## config.mk

```make
export PLATFORM = sky130hd
export DESIGN_NAME = lg_global_tx_cfg
export DESIGN_NICKNAME = d
export VERILOG_FILES = /design/src/lg_pkg.sv /design/src/lg_global_tx_cfg.sv /design/src/lg_chan_decode.sv /design/src/lg_irq_out.sv
export SDC_FILE = /design/constraint.sdc
export NUM_CORES = 1
export LEC_CHECK = 0
export ABC_AREA = 1
export BUFFER_PORTS_ARGS = -buffer_cell sky130_fd_sc_hd__clkbuf_2
export CORE_ASPECT_RATIO = 1.2
export CORE_MARGIN = 5
export CORE_UTILIZATION = 54
export CTS_CLUSTER_DIAMETER = 120
export DETAILED_ROUTE_END_ITERATION = 8
export PLACE_DENSITY = 0.77
export SYNTH_ARGS = -nofsm -noshare
export SYNTH_HDL_FRONTEND = slang
export SYNTH_SLANG_ARGS = --single-unit
```

## constraint.sdc

```tcl
create_clock -name clk_sys -period 1.35 [get_ports clk_sys]
set_input_delay 0.135 -clock clk_sys [delete_from_list [all_inputs] [get_ports clk_sys]]
set_output_delay 0.135 -clock clk_sys [all_outputs]
set_load 0.03 [all_outputs]
```

## src/lg_pkg.sv

```systemverilog
package lg_pkg;

	// global register addresses
	localparam logic [7:0] LG_ADDR_RST = 8'h20;
	localparam logic [7:0] LG_ADDR_GLOBAL_CONFIG_0 = 8'h40;
	localparam logic [7:0] LG_ADDR_GLOBAL_CONFIG_1 = 8'h60;
	localparam logic [7:0] LG_ADDR_INTERRUPT_CHANNEL_FLAGS = 8'h80;

	// per-channel offsets; address bits 7:6 pick the channel (stride 40H)
	localparam logic [5:0] LG_OFS_JITTER_ATTEN_CONFIG = 6'h01;
	localparam logic [5:0] LG_OFS_TRANSMIT_CONFIG_0 = 6'h02;
	localparam int LG_CH_MSB = 7;
	localparam int LG_CH_LSB = 6;
	localparam int LG_NUM_CH = 4;

	// global_config_0 layout
	localparam int LG_G0_RSV5 = 5;
	localparam int LG_G0_LINE_STD = 4;
	localparam int LG_G0_BCAST = 3;
	localparam int LG_G0_IRQ_DIS = 2;
	localparam int LG_G0_PIN_MSB = 1;
	localparam int LG_G0_PIN_LSB = 0;
	localparam logic [7:0] LG_G0_MASK = 8'h3F;
	localparam logic [7:0] LG_G0_RESET = 8'h04;

	// global_config_1 layout
	localparam int LG_G1_MON_MSB = 7;
	localparam int LG_G1_MON_LSB = 4;
	localparam logic [7:0] LG_G1_MASK = 8'hF0;
	localparam logic [7:0] LG_G1_RESET = 8'h00;

	// interrupt_channel_flags: channel n at bit 2n
	localparam logic [7:0] LG_INTERRUPT_CHANNEL_FLAGS_RESET = 8'h00;

	// jitter_atten_config layout
	localparam int LG_ATTEN_LIMIT_MODE = 5;
	localparam int LG_JA_PLACE_MSB = 4;
	localparam int LG_JA_PLACE_LSB = 3;
	localparam int LG_JA_DEPTH_MSB = 2;
	localparam int LG_JA_DEPTH_LSB = 1;
	localparam int LG_JA_BW = 0;
	localparam logic [7:0] LG_JA_MASK = 8'h3F;
	localparam logic [7:0] LG_JA_RESET = 8'h00;

	// transmit_config_0 layout
	localparam int LG_TX_OFF = 4;
	localparam int LG_TX_INV = 3;
	localparam int LG_TX_EDGE = 2;
	localparam int LG_TX_MD_MSB = 1;
	localparam int LG_TX_MD_LSB = 0;
	localparam logic [7:0] LG_TX_MASK = 8'h1F;
	localparam logic [7:0] LG_TX_RESET = 8'h00;

	// elastic buffer depths in bits
	localparam logic [7:0] LG_DEPTH_128 = 8'h80;
	localparam logic [7:0] LG_DEPTH_64 = 8'h40;
	localparam logic [7:0] LG_DEPTH_32 = 8'h20;

	// attenuator corner frequencies in units of 0.01 Hz
	localparam logic [9:0] LG_CORNER_T1_WIDE = 10'h1F4;
	localparam logic [9:0] LG_CORNER_E1_WIDE = 10'h2A8;
	localparam logic [9:0] LG_CORNER_T1_NARROW = 10'h07D;
	localparam logic [9:0] LG_CORNER_E1_NARROW = 10'h05A;

	typedef enum logic [1:0] {
		LG_JA_OFF0 = 2'b00,
		LG_JA_TX = 2'b01,
		LG_JA_OFF1 = 2'b10,
		LG_JA_RX = 2'b11
	} lg_ja_place_e;

	typedef enum logic [1:0] {
		LG_TXM_B8ZS_HDB3 = 2'b00,
		LG_TXM_AMI = 2'b01,
		LG_TXM_DUAL0 = 2'b10,
		LG_TXM_DUAL1 = 2'b11
	} lg_tx_mode_e;

	// monitor select codes that carry meaning; odd codes are reserved
	localparam logic [3:0] LG_MON_RX_NONE = 4'h0;
	localparam logic [3:0] LG_MON_RX2 = 4'h2;
	localparam logic [3:0] LG_MON_RX3 = 4'h4;
	localparam logic [3:0] LG_MON_RX4 = 4'h6;
	localparam logic [3:0] LG_MON_TX_NONE = 4'h8;
	localparam logic [3:0] LG_MON_TX2 = 4'hA;
	localparam logic [3:0] LG_MON_TX3 = 4'hC;
	localparam logic [3:0] LG_MON_TX4 = 4'hE;

endpackage

```

## src/lg_global_tx_cfg.sv

```systemverilog
`timescale 1ns/1ps
module lg_global_tx_cfg import lg_pkg::*; (
	// clock and reset
	input wire logic clk_sys,
	input wire logic rst_n,
	// control port
	input wire logic reg_wr,
	input wire logic reg_rd,
	input wire logic [7:0] reg_addr,
	input wire logic [7:0] reg_wdata,
	output logic [7:0] reg_rdata,
	output logic reg_rvalid,
	// interrupt sources and pin
	input wire logic [3:0] chan_irq_req,
	output logic irq_out,
	output logic irq_oe,
	// global controls
	output logic soft_reset_pulse,
	output logic line_standard_select,
	output logic mon_rx_active,
	output logic mon_tx_active,
	output logic [1:0] mon_src_chan,
	// per-channel attenuator controls
	output logic [3:0] ja_in_tx,
	output logic [3:0] ja_in_rx,
	output logic [31:0] ja_depth_bits,
	output logic [3:0] atten_limit_mode_mode,
	output logic [39:0] ja_corner,
	// per-channel transmit controls
	output logic [3:0] tx_power_down,
	output logic [3:0] tx_invert,
	output logic [3:0] tx_sample_rise,
	output logic [3:0] tx_enc_zs,
	output logic [3:0] tx_enc_ami,
	output logic [3:0] tx_dual_rail
);
	logic [7:0] global_config_0_q;
	logic [7:0] global_config_1_q;
	logic [7:0] jitter_atten_config_q [LG_NUM_CH];
	logic [7:0] transmit_config_0_q [LG_NUM_CH];
	logic [7:0] rdata_d;
	logic [7:0] channel_irq_flags;
	logic soft_rst;
	logic [1:0] wr_chan;
	logic [3:0] mon_code;

	// channel index carried in the top address bits
	function automatic logic [1:0] chan_of(input logic [7:0] a);
		chan_of = a[LG_CH_MSB:LG_CH_LSB];
	endfunction

	// offset inside a channel's 40H window
	function automatic logic [5:0] ofs_of(input logic [7:0] a);
		ofs_of = a[LG_CH_LSB-1:0];
	endfunction

	assign soft_rst = reg_wr && (reg_addr == LG_ADDR_RST);
	assign wr_chan = chan_of(reg_addr);
	assign mon_code = global_config_1_q[LG_G1_MON_MSB:LG_G1_MON_LSB];

	// soft reset pulse toward the rest of the device
	always_ff @(posedge clk_sys or negedge rst_n) begin
		if (!rst_n) begin
			soft_reset_pulse <= 1'b0;
		end else begin
			soft_reset_pulse <= soft_rst;
		end
	end

	// global configuration registers
	always_ff @(posedge clk_sys or negedge rst_n) begin
		if (!rst_n) begin
			global_config_0_q <= LG_G0_RESET;
			global_config_1_q <= LG_G1_RESET;
		end else if (soft_rst) begin
			global_config_0_q <= LG_G0_RESET;
			global_config_1_q <= LG_G1_RESET;
		end else if (reg_wr) begin
			if (reg_addr == LG_ADDR_GLOBAL_CONFIG_0) begin
				global_config_0_q <= reg_wdata & LG_G0_MASK;
			end
			if (reg_addr == LG_ADDR_GLOBAL_CONFIG_1) begin
				global_config_1_q <= reg_wdata & LG_G1_MASK;
			end
		end
	end

	// per-channel registers with optional broadcast
	always_ff @(posedge clk_sys or negedge rst_n) begin
		if (!rst_n) begin
			for (int i = 0; i < LG_NUM_CH; i++) begin
				jitter_atten_config_q[i] <= LG_JA_RESET;
				transmit_config_0_q[i] <= LG_TX_RESET;
			end
		end else if (soft_rst) begin
			for (int i = 0; i < LG_NUM_CH; i++) begin
				jitter_atten_config_q[i] <= LG_JA_RESET;
				transmit_config_0_q[i] <= LG_TX_RESET;
			end
		end else if (reg_wr) begin
			for (int i = 0; i < LG_NUM_CH; i++) begin
				if (global_config_0_q[LG_G0_BCAST] || (wr_chan == 2'(i))) begin
					if (ofs_of(reg_addr) == LG_OFS_JITTER_ATTEN_CONFIG) begin
						jitter_atten_config_q[i] <= reg_wdata & LG_JA_MASK;
					end
					if (ofs_of(reg_addr) == LG_OFS_TRANSMIT_CONFIG_0) begin
						transmit_config_0_q[i] <= reg_wdata & LG_TX_MASK;
					end
				end
			end
		end
	end

	// read multiplexer; unmapped addresses read zero
	always_comb begin
		rdata_d = 8'h00;
		if (reg_addr == LG_ADDR_GLOBAL_CONFIG_0) begin
			rdata_d = global_config_0_q;
		end else if (reg_addr == LG_ADDR_GLOBAL_CONFIG_1) begin
			rdata_d = global_config_1_q;
		end else if (reg_addr == LG_ADDR_INTERRUPT_CHANNEL_FLAGS) begin
			rdata_d = channel_irq_flags;
		end else if (ofs_of(reg_addr) == LG_OFS_JITTER_ATTEN_CONFIG) begin
			rdata_d = jitter_atten_config_q[chan_of(reg_addr)];
		end else if (ofs_of(reg_addr) == LG_OFS_TRANSMIT_CONFIG_0) begin
			rdata_d = transmit_config_0_q[chan_of(reg_addr)];
		end
	end

	// read data held until the next read
	always_ff @(posedge clk_sys or negedge rst_n) begin
		if (!rst_n) begin
			reg_rdata <= 8'h00;
			reg_rvalid <= 1'b0;
		end else begin
			reg_rvalid <= reg_rd;
			if (reg_rd) begin
				reg_rdata <= rdata_d;
			end
		end
	end

	// line standard for all channels
	always_ff @(posedge clk_sys or negedge rst_n) begin
		if (!rst_n) begin
			line_standard_select <= 1'b0;
		end else begin
			line_standard_select <= global_config_0_q[LG_G0_LINE_STD];
		end
	end

	// monitor routing; reserved codes monitor nothing
	always_ff @(posedge clk_sys or negedge rst_n) begin
		if (!rst_n) begin
			mon_rx_active <= 1'b0;
			mon_tx_active <= 1'b0;
			mon_src_chan <= 2'b00;
		end else begin
			mon_rx_active <= 1'b0;
			mon_tx_active <= 1'b0;
			mon_src_chan <= 2'b00;
			unique case (mon_code)
				LG_MON_RX2, LG_MON_RX3, LG_MON_RX4: begin
					mon_rx_active <= 1'b1;
					mon_src_chan <= mon_code[2:1];
				end
				LG_MON_TX2, LG_MON_TX3, LG_MON_TX4: begin
					mon_tx_active <= 1'b1;
					mon_src_chan <= mon_code[2:1];
				end
				default: begin
					mon_src_chan <= 2'b00;
				end
			endcase
		end
	end

	// interrupt pin and channel flags
	lg_irq_out u_irq (
		.clk_sys(clk_sys),
		.rst_n(rst_n),
		.soft_rst(soft_rst),
		.chan_irq_req(chan_irq_req),
		.global_irq_disable(global_config_0_q[LG_G0_IRQ_DIS]),
		.pin_style(global_config_0_q[LG_G0_PIN_MSB:LG_G0_PIN_LSB]),
		.channel_irq_flags(channel_irq_flags),
		.irq_out(irq_out),
		.irq_oe(irq_oe)
	);

	// one field decoder per channel
	for (genvar g = 0; g < LG_NUM_CH; g++) begin : g_chan
		lg_chan_decode u_dec (
			.clk_sys(clk_sys),
			.rst_n(rst_n),
			.ja_cfg(jitter_atten_config_q[g]),
			.tx_cfg(transmit_config_0_q[g]),
			.line_t1(global_config_0_q[LG_G0_LINE_STD]),
			.ja_in_tx(ja_in_tx[g]),
			.ja_in_rx(ja_in_rx[g]),
			.ja_depth_bits(ja_depth_bits[8*g +: 8]),
			.atten_limit_mode_mode(atten_limit_mode_mode[g]),
			.ja_corner(ja_corner[10*g +: 10]),
			.tx_power_down(tx_power_down[g]),
			.tx_invert(tx_invert[g]),
			.tx_sample_rise(tx_sample_rise[g]),
			.tx_enc_zs(tx_enc_zs[g]),
			.tx_enc_ami(tx_enc_ami[g]),
			.tx_dual_rail(tx_dual_rail[g])
		);
	end
endmodule

```

## src/lg_chan_decode.sv

```systemverilog
`timescale 1ns/1ps
module lg_chan_decode import lg_pkg::*; (
	// clock and reset
	input wire logic clk_sys,
	input wire logic rst_n,
	// stored configuration
	input wire logic [7:0] ja_cfg,
	input wire logic [7:0] tx_cfg,
	input wire logic line_t1,
	// decoded controls
	output logic ja_in_tx,
	output logic ja_in_rx,
	output logic [7:0] ja_depth_bits,
	output logic atten_limit_mode_mode,
	output logic [9:0] ja_corner,
	output logic tx_power_down,
	output logic tx_invert,
	output logic tx_sample_rise,
	output logic tx_enc_zs,
	output logic tx_enc_ami,
	output logic tx_dual_rail
);
	lg_ja_place_e place;
	lg_tx_mode_e mode;

	assign place = lg_ja_place_e'(ja_cfg[LG_JA_PLACE_MSB:LG_JA_PLACE_LSB]);
	assign mode = lg_tx_mode_e'(tx_cfg[LG_TX_MD_MSB:LG_TX_MD_LSB]);

	// attenuator placement, depth, limit and corner
	always_ff @(posedge clk_sys or negedge rst_n) begin
		if (!rst_n) begin
			ja_in_tx <= 1'b0;
			ja_in_rx <= 1'b0;
			ja_depth_bits <= LG_DEPTH_128;
			atten_limit_mode_mode <= 1'b0;
			ja_corner <= LG_CORNER_E1_WIDE;
		end else begin
			ja_in_tx <= (place == LG_JA_TX);
			ja_in_rx <= (place == LG_JA_RX);
			unique case (ja_cfg[LG_JA_DEPTH_MSB:LG_JA_DEPTH_LSB])
				2'b00: ja_depth_bits <= LG_DEPTH_128;
				2'b01: ja_depth_bits <= LG_DEPTH_64;
				2'b10, 2'b11: ja_depth_bits <= LG_DEPTH_32;
			endcase
			atten_limit_mode_mode <= ja_cfg[LG_ATTEN_LIMIT_MODE];
			if (ja_cfg[LG_JA_BW]) begin
				ja_corner <= line_t1 ? LG_CORNER_T1_NARROW : LG_CORNER_E1_NARROW;
			end else begin
				ja_corner <= line_t1 ? LG_CORNER_T1_WIDE : LG_CORNER_E1_WIDE;
			end
		end
	end

	// transmit path controls
	always_ff @(posedge clk_sys or negedge rst_n) begin
		if (!rst_n) begin
			tx_power_down <= 1'b0;
			tx_invert <= 1'b0;
			tx_sample_rise <= 1'b0;
			tx_enc_zs <= 1'b1;
			tx_enc_ami <= 1'b0;
			tx_dual_rail <= 1'b0;
		end else begin
			tx_power_down <= tx_cfg[LG_TX_OFF];
			tx_invert <= tx_cfg[LG_TX_INV];
			tx_sample_rise <= tx_cfg[LG_TX_EDGE];
			tx_enc_zs <= (mode == LG_TXM_B8ZS_HDB3);
			tx_enc_ami <= (mode == LG_TXM_AMI);
			tx_dual_rail <= (mode == LG_TXM_DUAL0) || (mode == LG_TXM_DUAL1);
		end
	end
endmodule

```

## src/lg_irq_out.sv

```systemverilog
`timescale 1ns/1ps
module lg_irq_out import lg_pkg::*; (
	// clock and reset
	input wire logic clk_sys,
	input wire logic rst_n,
	input wire logic soft_rst,
	// per-channel requests, already gated by their own masks
	input wire logic [3:0] chan_irq_req,
	input wire logic global_irq_disable,
	input wire logic [1:0] pin_style,
	// results
	output logic [7:0] channel_irq_flags,
	output logic irq_out,
	output logic irq_oe
);
	logic any_irq;

	assign any_irq = (|chan_irq_req) && !global_irq_disable;

	// channel n flag at bit 2n
	always_ff @(posedge clk_sys or negedge rst_n) begin
		if (!rst_n) begin
			channel_irq_flags <= LG_INTERRUPT_CHANNEL_FLAGS_RESET;
		end else if (soft_rst) begin
			channel_irq_flags <= LG_INTERRUPT_CHANNEL_FLAGS_RESET;
		end else begin
			for (int i = 0; i < LG_NUM_CH; i++) begin
				channel_irq_flags[2*i] <= chan_irq_req[i];
				channel_irq_flags[2*i+1] <= 1'b0;
			end
		end
	end

	// pin drive; open drain only pulls low while asserted
	always_ff @(posedge clk_sys or negedge rst_n) begin
		if (!rst_n) begin
			irq_out <= 1'b0;
			irq_oe <= 1'b0;
		end else begin
			if (!pin_style[0]) begin
				irq_out <= 1'b0;
				irq_oe <= any_irq;
			end else if (!pin_style[1]) begin
				irq_out <= !any_irq;
				irq_oe <= 1'b1;
			end else begin
				irq_out <= any_irq;
				irq_oe <= 1'b1;
			end
		end
	end
endmodule

```

==> impl_metrics.tcl, run 1 <==
set metrics [dict create \
    outcome "finished clean" \
    fin_nets 864 \
    rsz0062_at_grt "no" \
    cts.sink_count 155 \
    critPathMaxFanout 9 \
    cts_buffer_depth 2 \
    rows 43 \
    dp_hpwl_microns 11500 \
    core-area_sq_um 11600 \
    period_share 0.953 \
    die_w_microns 110 \
    drcViolationCount 0 \
    final_skew_ns 0.0112 \
    syn-mean-instance-area_sq_um 9.39 \
    seq_area_frac_synth 0.606 \
    finalWorstSetupSlack_ns 0.0635 \
    detailedPlace.worstSlack_ns -0.239 \
    internal-power_mw 8.83 \
    die_area_sq_um 14200 \
    power_frac_comb 0.205 \
    synth.cell_area_sq_um 6450 \
    wire_length_of_the_first_global_routing_pass_microns 23900 \
    power.static_leakage_nw 4.41 \
    num_antenna_cells 0 \
    crit_path_start_kind "flop" \
    multiInputGateArea_sq_um 1720 \
    clkTransAtPathRegs_ns 0.06 \
    fmaxAchievable_mhz 777 \
    ios 149 \
    power_switching_share 0.329 \
    critical_path.max_stage_delay_ns 0.40 \
    wl_per_cell_microns 15.2 \
    power.density_nw_per_um2 1650 \
    type_of_the_setup_path_with_the_least_slack "reg -> reg" \
    power.share.sequential 0.442 \
    ctsRootBufferMaster "sky130_fd_sc_hd__clkbuf_16" \
    layout_min_cycle_time_ns 1.29 \
    total_non_filler_cell_area_in_the_finished_layout_sq_um 7990 \
    post-cts-setup-buffers 0 \
    maxCapViolations 0 \
    maxSlewViolCount 0 \
    antenna_found_initial 0 \
    drt-initial-drc-count 277 \
    final_layout_size_suffix_gt1_frac 0.320 \
    hold_violations 0 \
    vdd_drop_max_uv 769 \
    grt_usage 0.226 \
    detail_route.wirelength_microns 15300 \
    htreeDepth 4 \
    tritoncts "built" \
    largest_delay_share_family_worst_path "simple AND/OR/NAND/NOR gates" \
    number_of_nets_still_failing_antenna_checks_after_routing 0 \
    cts_buffers 17 \
    buffer_ports.inserted 128 \
    switching_power_mw 4.33 \
    via_count_of_the_first_global_routing_pass 4674 \
    globalplace.congestion 0.906 \
    insertion_delay_ns 0.42 \
    worst-endpoint-arrival_ns 1.58 \
    n_fill_cell 905 \
    viasPerCell 4.79 \
    post_dp_cell_area_sq_um 7320 \
    setup-violations-final 0 \
    drt_pre_antenna_iters 5 \
    grt_max_degree 43 \
    gr-total-overflow 0 \
    clockPowerShare 0.353 \
    crit_chain "nor2_4, nand2_4, buf_4, nand3_1, nand2_1" \
    timing.critical_path.required_ns 1.65 \
    start_util 0.555 \
    synthCells 687 \
    worst_hold_path_type "in -> reg" \
    yosys_synthesis_warning_count 0 \
    critical_path_buf_inv_count 1 \
    post_synth_num_cell_types 31 \
    vias 4836 \
    die-height_microns 130 \
    worst_path_max_delay_cell "sky130_fd_sc_hd__dfrtp_1" \
    cp-end-kind "flop" \
    synth-seq-cells 155 \
    syn2layout_area_growth_pct 23.9 \
    ff_latch_area_sq_um 3910 \
]
path summary, 6_finish.rpt:
kind                                         start                          endpoint  depth (start not counted)  slack [ns]
max reg2reg                   global_config_0_q[3]          jitter_atten_config_q[8]                          5        0.06
min reg2reg                transmit_config_0_q[18]    g_chan[1].u_dec.tx_sample_rise                          0        0.40
min                                   reg_wdata[2]              global_config_0_q[2]                          3        0.03
min in group asynchronous                    rst_n      g_chan[2].u_dec.tx_dual_rail                          2        0.18
max                           global_config_0_q[3]          jitter_atten_config_q[8]                          5        0.06
max in group asynchronous                    rst_n  g_chan[0].u_dec.ja_depth_bits[7]                          3        0.55
layer usage:
layer  routed length [microns]  up-vias  global-route usage
met3                      1240       33              0.0505
met5                         0        -                   0
met4                       478        0               0.106
met2                      7440      237               0.370
li1                          -     2323                   -
met1                      6140     2243               0.285
worst register-to-register path, cell delays in order (launching register included):
cell and delay, ns:
sky130_fd_sc_hd__dfrtp_1 0.40, sky130_fd_sc_hd__nor2_4 0.25, sky130_fd_sc_hd__nand2_4 0.15, sky130_fd_sc_hd__buf_4 0.18, sky130_fd_sc_hd__nand3_1 0.08, sky130_fd_sc_hd__nand2_1 0.10
cells by family after synthesis:
kind of cell	Yosys count	synth area share
and+or+nand+nor	332	0.222
AOI/OAI and AO/OA	39	0.0334
buffers and inverters	160	0.138
DFF	155	0.606
other	1	0.000581
cells in the final DEF, fill, tap and decap left out, drive strengths merged:
master,n
a21oi,8
inv,81
conb,20
nor2,59
or2,3
clkbuf,145
clkinvlp,3
a22oi,4
buf,65
dfstp,25
o31ai,1
nor3,1
clkinv,4
nand4,4
dfrtp,130
nand3,51
o21ai,26
dlygate4sd3,8
bufinv,1
nand2,214
synth_stat cells (all sizes together):
library cell  count  share of area
o21ai            26          0.021
nand4             4         0.0039
nand3            51          0.042
buf              75          0.088
dfrtp           130           0.50
nor2             59          0.043
a21oi             8         0.0068
nor3              1        0.00078
nand2           214           0.13
clkinv            1        0.00058
conb              1        0.00058
or2               3         0.0029
clkbuf           10         0.0058
dfstp            25           0.10
o31ai             1         0.0012
inv              74          0.043
a22oi             4         0.0047
flip-flops by register name (all words and copies together), names as in the netlist, 4 cells and up:
name / flops
g_chan.u_dec.atten_limit_mode_mode: 4
g_chan.u_dec.ja_corner: 33
g_chan.u_dec.ja_depth_bits: 12
g_chan.u_dec.ja_in_rx: 4
g_chan.u_dec.ja_in_tx: 4
g_chan.u_dec.tx_dual_rail: 4
g_chan.u_dec.tx_enc_ami: 4
g_chan.u_dec.tx_enc_zs: 4
g_chan.u_dec.tx_invert: 4
g_chan.u_dec.tx_power_down: 4
g_chan.u_dec.tx_sample_rise: 4
global_config_0_q: 6
global_config_1_q: 4
jitter_atten_config_q: 24
reg_rdata: 8
transmit_config_0_q: 20
u_irq.channel_irq_flags: 4
per-stage QoR:
step	TNS (ns)	hold WS [ns]	utilization	power [mW]	std cells
floorplan	0	-0.161	-	7.88	706
global placement	-3.82	0.0553	0.630	8.53	970
detailed placement	-4.92	0.0523	0.630	8.59	970
CTS	0	0.0250	0.687	13.3	1010
global route	0	0.0554	0.688	13.8	1010
finish	0	0.0263	0.688	13.2	1010
power by group through the flow:
| stage | combinational [mW] | sequential (mW) | clock (mW) |
|---|---|---|---|
| 2_1_floorplan | 1.55 | 6.33 | 0 |
| 3_3_place_gp | 2.67 | 5.86 | 0 |
| 3_5_place_dp | 2.70 | 5.89 | 0 |
| 4_1_cts | 2.73 | 5.82 | 4.72 |
| 5_1_grt | 2.93 | 5.89 | 4.95 |
| 6_report | 2.70 | 5.81 | 4.65 |
what timing repair did:
action                                  CTS  global route
endpoints found under the setup margin    0             1
hold buffers                              8             0
gates resized for setup                   0             1
endpoints found under the hold margin   139             0
cell type report:
type	instances	area share
repair buffers	200	0.161
inverters	75	0.0360
well taps	157	0.0246
multi-input cells	391	0.216
clock inverters	14	0.0189
clock buffers	18	0.0550
flip-flops and latches	155	0.489
Note: power is estimated with default switching activity, not from simulation.
==> inputs of run 2 (changes only) <==
--- a/config.mk
+++ b/config.mk
@@ -12,7 +12,8 @@
 export CORE_UTILIZATION = 54
 export CTS_CLUSTER_DIAMETER = 120
 export DETAILED_ROUTE_END_ITERATION = 8
-export PLACE_DENSITY = 0.77
+export PLACE_DENSITY_LB_ADDON = 0.08
+export SETUP_SLACK_MARGIN = 0.02
 export SYNTH_ARGS = -nofsm -noshare
 export SYNTH_HDL_FRONTEND = slang
 export SYNTH_SLANG_ARGS = --single-unit
==> run 2 against run 1 <==
Final cell count decreased by 0.79%. Largest power group unchanged. Sequential share of layout area up 0.45 points. Cell area shrank 0.88%. First-iteration DRC count is 17% lower. Sequential power about the same.
==> impl_metrics.tcl, run 2 (synthesized netlist as in run 1, its figures left out) <==
set metrics [dict create \
    layout_min_cycle_time_ns 1.26 \
    hold_violations 0 \
    critPathMaxFanout 1 \
    worst_hold_path_type "in -> reg" \
    most_frequent_standard_cell_in_the_layout_excluding_fill_and_tap_cells "sky130_fd_sc_hd__nand2_1" \
    period_share 0.937 \
    crit_path_start_kind "flop" \
    final_cell_mix "207 x sky130_fd_sc_hd__nand2_1, 129 x sky130_fd_sc_hd__dfrtp_1, 127 x sky130_fd_sc_hd__clkbuf_2" \
    timing.critical_path.required_ns 1.22 \
    rows 43 \
    top_register "g_chan.u_dec.ja_corner" \
    fin_nets 856 \
    core-area_sq_um 11600 \
    final_skew_ns 0.00597 \
    syn2layout_area_growth_pct 22.8 \
    power_mw 13.0 \
    maxSlewViolCount 0 \
    grt_usage 0.229 \
    antenna_found_initial 0 \
    ios 149 \
    post-cts-setup-buffers 0 \
    number_of_nets_still_failing_antenna_checks_after_routing 0 \
    vdd_drop_max_uv 782 \
    gr-total-overflow 0 \
    start_util 0.555 \
    drt_pre_antenna_iters 5 \
    via_count_of_the_first_global_routing_pass 4860 \
    crit_chain "clkbuf_2" \
    fmaxAchievable_mhz 791 \
    htreeDepth 4 \
    wire_length_of_the_first_global_routing_pass_microns 24300 \
    tritoncts "built" \
    dp_hpwl_microns 11500 \
    die_w_microns 110 \
    die-height_microns 130 \
    final_layout_size_suffix_gt1_frac 0.315 \
    worst_path_max_delay_cell "sky130_fd_sc_hd__dfstp_2" \
    wl_per_cell_microns 15.0 \
    regs_by_ff_count "g_chan.u_dec.ja_corner x33, jitter_atten_config_q x24, transmit_config_0_q x20" \
    rsz0062_at_grt "no" \
    critical_path.max_stage_delay_ns 0.51 \
    critical_path_buf_inv_count 1 \
    maxCapViolations 0 \
    num_antenna_cells 0 \
    outcome "finished clean" \
    globalplace.congestion 0.970 \
    buffer_ports.inserted 128 \
    grt_max_degree 47 \
    largest_delay_share_family_worst_path "flip-flops" \
    type_of_the_setup_path_with_the_least_slack "reg -> out" \
    cts.sink_count 155 \
    vias 4776 \
    hold_ws_ns 0.0254 \
    setup-violations-final 0 \
    ctsRootBufferMaster "sky130_fd_sc_hd__clkbuf_16" \
    cts_buffer_depth 2 \
    detail_route.wirelength_microns 15000 \
    viasPerCell 4.77 \
    clkTransAtPathRegs_ns 0.06 \
    power.static_leakage_nw 4.36 \
    worst-endpoint-arrival_ns 1.13 \
    placed_cells 962 \
    die_area_sq_um 14200 \
    cp-end-kind "primary output" \
    final_cells 1002 \
    drt-initial-drc-count 231 \
    largest_register_ffs 33 \
    insertion_delay_ns 0.42 \
    power.density_nw_per_um2 1650 \
    drcViolationCount 0 \
    cts_buffers 17 \
]
[run 2: power breakdown]
group / leakage, nW / internal, mW / total (mW) / switching [mW]
Sequential: 1.92 / 5.42 / 5.82 / 0.395
Clock: 0.283 / 2.70 / 4.58 / 1.88
Combinational: 2.16 / 0.729 / 2.65 / 1.92
Total: 4.36 / 8.85 / 13.0 / 4.20
[run 2: area by class of cell]
cell class,instances,area [sq um]
Clock buffer,20,467
Clock inverter,12,113
Fill cell,952,3700
Inverter,75,288
Multi-Input combinational cell,391,1720
Sequential cell,155,3910
Tap cell,157,196
Timing Repair Buffer,192,1220
[run 2: final timing paths]
path / end / start / slack (ns) / depth (start not counted)
max: tx_enc_zs[0] / g_chan[0].u_dec.tx_enc_zs / 0.09 / 1
min: global_config_0_q[2] / reg_wdata[2] / 0.03 / 3
max reg2reg: reg_rdata[0] / jitter_atten_config_q[0] / 0.13 / 8
min reg2reg: g_chan[2].u_dec.tx_invert / transmit_config_0_q[11] / 0.41 / 0
max in group asynchronous: g_chan[3].u_dec.ja_depth_bits[7] / rst_n / 0.56 / 3
min in group asynchronous: g_chan[3].u_dec.tx_enc_ami / rst_n / 0.17 / 2
[run 2: metrics by stage]
stage | setup TNS (ns) | setup WS (ns) | utilization | area [sq um]
finish | 0 | 0.0855 | 0.682 | 7920
floorplan | 0 | 0.116 | - | 6520
detailed placement | -4.49 | -0.150 | 0.624 | 7260
global placement | -2.93 | -0.0897 | 0.624 | 7260
CTS | 0 | 0.0683 | 0.681 | 7920
global route | 0 | 0.0409 | 0.682 | 7920
[run 2: what timing repair did]
item | 4_1_cts | 5_1_grt
endpoints found under the hold margin | 139 | 0
endpoints found under the setup margin | 0 | 3
resized for setup | 0 | 2
hold buffers | 8 | 0
[run 2: per-layer routing]
metal	part of all wire	wire length [microns]	up-vias	GRT usage
met3	0.065	974	32	0.0623
met1	0.41	6120	2253	0.284
li1	-	-	2309	-
met2	0.50	7540	182	0.389
met5	0	0	-	0
met4	0.024	362	0	0.0770
==> inputs of run 3 (changes only) <==
--- a/config.mk
+++ b/config.mk
@@ -5,15 +5,15 @@
 export SDC_FILE = /design/constraint.sdc
 export NUM_CORES = 1
 export LEC_CHECK = 0
-export ABC_AREA = 1
 export BUFFER_PORTS_ARGS = -buffer_cell sky130_fd_sc_hd__clkbuf_2
 export CORE_ASPECT_RATIO = 1.2
 export CORE_MARGIN = 5
-export CORE_UTILIZATION = 54
+export CORE_UTILIZATION = 53
 export CTS_CLUSTER_DIAMETER = 120
 export DETAILED_ROUTE_END_ITERATION = 8
 export PLACE_DENSITY_LB_ADDON = 0.08
 export SETUP_SLACK_MARGIN = 0.02
 export SYNTH_ARGS = -nofsm -noshare
 export SYNTH_HDL_FRONTEND = slang
+export SYNTH_HIERARCHICAL = 1
 export SYNTH_SLANG_ARGS = --single-unit
==> run 3 against run 2 <==
The run now ends with negative setup slack left. Via count is 6.5% lower. Largest power group unchanged. Routed wire length rose by 3.0%. Synthesized area decreased by 2.2%. Synthesized cell count shrank 32%. Final cell count is 14% lower. Die area fell by 0.33%. Sequential power down 7.6%. Clock power up 8.3%.
==> impl_metrics.tcl, run 3 <==
set metrics [dict create \
    cts.sink_count 159 \
    placed_cells 816 \
    rows 43 \
    syn2layout_area_growth_pct 39.4 \
    die_area_sq_um 14200 \
    clkTransAtPathRegs_ns 0.06 \
    ctsRootBufferMaster "sky130_fd_sc_hd__clkbuf_16" \
    gr-total-overflow 0 \
    cp-end-kind "flop" \
    wire_length_of_the_first_global_routing_pass_microns 24100 \
    ios 149 \
    grt_usage 0.228 \
    hold_violations 0 \
    start_util 0.543 \
    finalWorstSetupSlack_ns -0.101 \
    globalplace.congestion 0.943 \
    detail_route.wirelength_microns 15500 \
    power.static_leakage_nw 4.40 \
    drcViolationCount 0 \
    fin_tns_setup_ns -1.35 \
    critical_path_buf_inv_count 0 \
    type_of_the_setup_path_with_the_least_slack "reg -> reg" \
    setup-violations-final 23 \
    drt-initial-drc-count 225 \
    via_count_of_the_first_global_routing_pass 4615 \
    n_fill_cell 765 \
    viasPerCell 5.17 \
    most_frequent_standard_cell_in_the_layout_excluding_fill_and_tap_cells "sky130_fd_sc_hd__dfrtp_1" \
    synth.cell_area_sq_um 6310 \
    failing_checks "negative setup slack" \
    cts_buffer_depth 2 \
    buffer_ports.inserted 128 \
    layout_min_cycle_time_ns 1.45 \
    drt_pre_antenna_iters 4 \
    period_share 1.07 \
    syn-mean-instance-area_sq_um 13.5 \
    die_w_microns 110 \
    fin_nets 718 \
    core-area_sq_um 11600 \
    yosys_synthesis_warning_count 6 \
    crit_chain "o21ba_4, nor3_4, o21ai_4, mux2_2" \
    vias 4467 \
    rsz0062_at_grt "yes" \
    tritoncts "built" \
    htreeDepth 4 \
    dp_hpwl_microns 11200 \
    power.density_nw_per_um2 1410 \
    final_cell_mix "134 x sky130_fd_sc_hd__dfrtp_1, 127 x sky130_fd_sc_hd__clkbuf_2, 88 x sky130_fd_sc_hd__buf_4" \
    num_antenna_cells 0 \
    timing.critical_path.required_ns 1.65 \
    regs_by_ff_count "g_chan.u_dec/ja_corner x36, jitter_atten_config_q x24, transmit_config_0_q x20" \
    cts_buffers 17 \
    crit_path_start_kind "flop" \
    maxSlewViolCount 0 \
    maxCapViolations 0 \
    critical_path.max_stage_delay_ns 0.38 \
    wl_per_cell_microns 17.9 \
    final_cells 864 \
    die-height_microns 130 \
    worst_hold_path_type "in -> reg" \
    crit_path_start "global_config_0_q[3]" \
    top_register "g_chan.u_dec/ja_corner" \
    worst_path_max_delay_cell "sky130_fd_sc_hd__dfrtp_1" \
    final_skew_ns 0.00745 \
    number_of_nets_still_failing_antenna_checks_after_routing 0 \
    reg2reg_from "global_config_0_q[3]" \
    grt_max_degree 45 \
    antenna_found_initial 0 \
    vdd_drop_max_uv 720 \
    largest_register_ffs 36 \
    synthCells 468 \
    min-delay-start "reg_wdata[5]" \
    outcome "finished with violations" \
    largest_delay_share_family_worst_path "compound AO/OA/AOI/OAI gates" \
    fmaxAchievable_mhz 689 \
    insertion_delay_ns 0.42 \
    final_layout_size_suffix_gt1_frac 0.525 \
    worst-endpoint-arrival_ns 1.75 \
    critPathMaxFanout 5 \
]
run 3: where the power goes:
group | internal (mW) | switching, mW
Sequential | 5.21 | 0.166
Combinational | 0.769 | 1.27
Clock | 3.04 | 1.91
run 3: area by class of cell:
cell class,count,area [sq um],area share
Timing Repair Buffer,238,1620,0.184
Clock buffer,22,464,0.0528
Tap cell,157,196,0.0223
Inverter,9,38.8,0.00441
Sequential cell,159,4010,0.456
Clock inverter,10,151,0.0172
Multi-Input combinational cell,269,2320,0.264
run 3: per-stage QoR:
step / hold WS, ns / util / area, sq um / setup WS [ns] / total power, mW
after global placement: 0.0888 / 0.677 / 7860 / -0.438 / 7.38
after CTS: 0.0468 / 0.749 / 8700 / -0.0521 / 12.4
after global routing: 0.0566 / 0.757 / 8790 / -0.122 / 12.9
final: 0.0570 / 0.757 / 8790 / -0.101 / 12.4
after detailed placement: 0.0918 / 0.677 / 7860 / -0.449 / 7.42
after floorplan: -0.161 / - / 6550 / -0.204 / 6.65
run 3: final timing paths:
check	endpoint	slack, ns	cells after the start
min in group asynchronous	line_standard_select	0.23	2
max in group asynchronous	g_chan[0].u_dec/tx_enc_zs	0.55	3
min	jitter_atten_config_q[21]	0.06	2
max	transmit_config_0_q[28]	-0.10	4
min reg2reg	g_chan[0].u_dec/tx_invert	0.48	1
max reg2reg	transmit_config_0_q[28]	-0.10	4
run 3: timing repair:
action                                  CTS  global route
endpoints found under the setup margin   44            31
gates resized for setup                  26            17
pin swaps                                17            11
hold endpoints to repair                111             0
hold buffers                              8             0
buffers inserted                          7             3
gates cloned                              0             0
run 3: layer usage:
layer / vias up / routed length, microns / global-route usage / part of all wire
met5: - / 0 / 0 / 0
met4: 0 / 167 / 0.0653 / 0.011
met3: 15 / 893 / 0.0508 / 0.058
met2: 137 / 8180 / 0.398 / 0.53
met1: 2270 / 6210 / 0.285 / 0.40
li1: 2045 / - / - / -
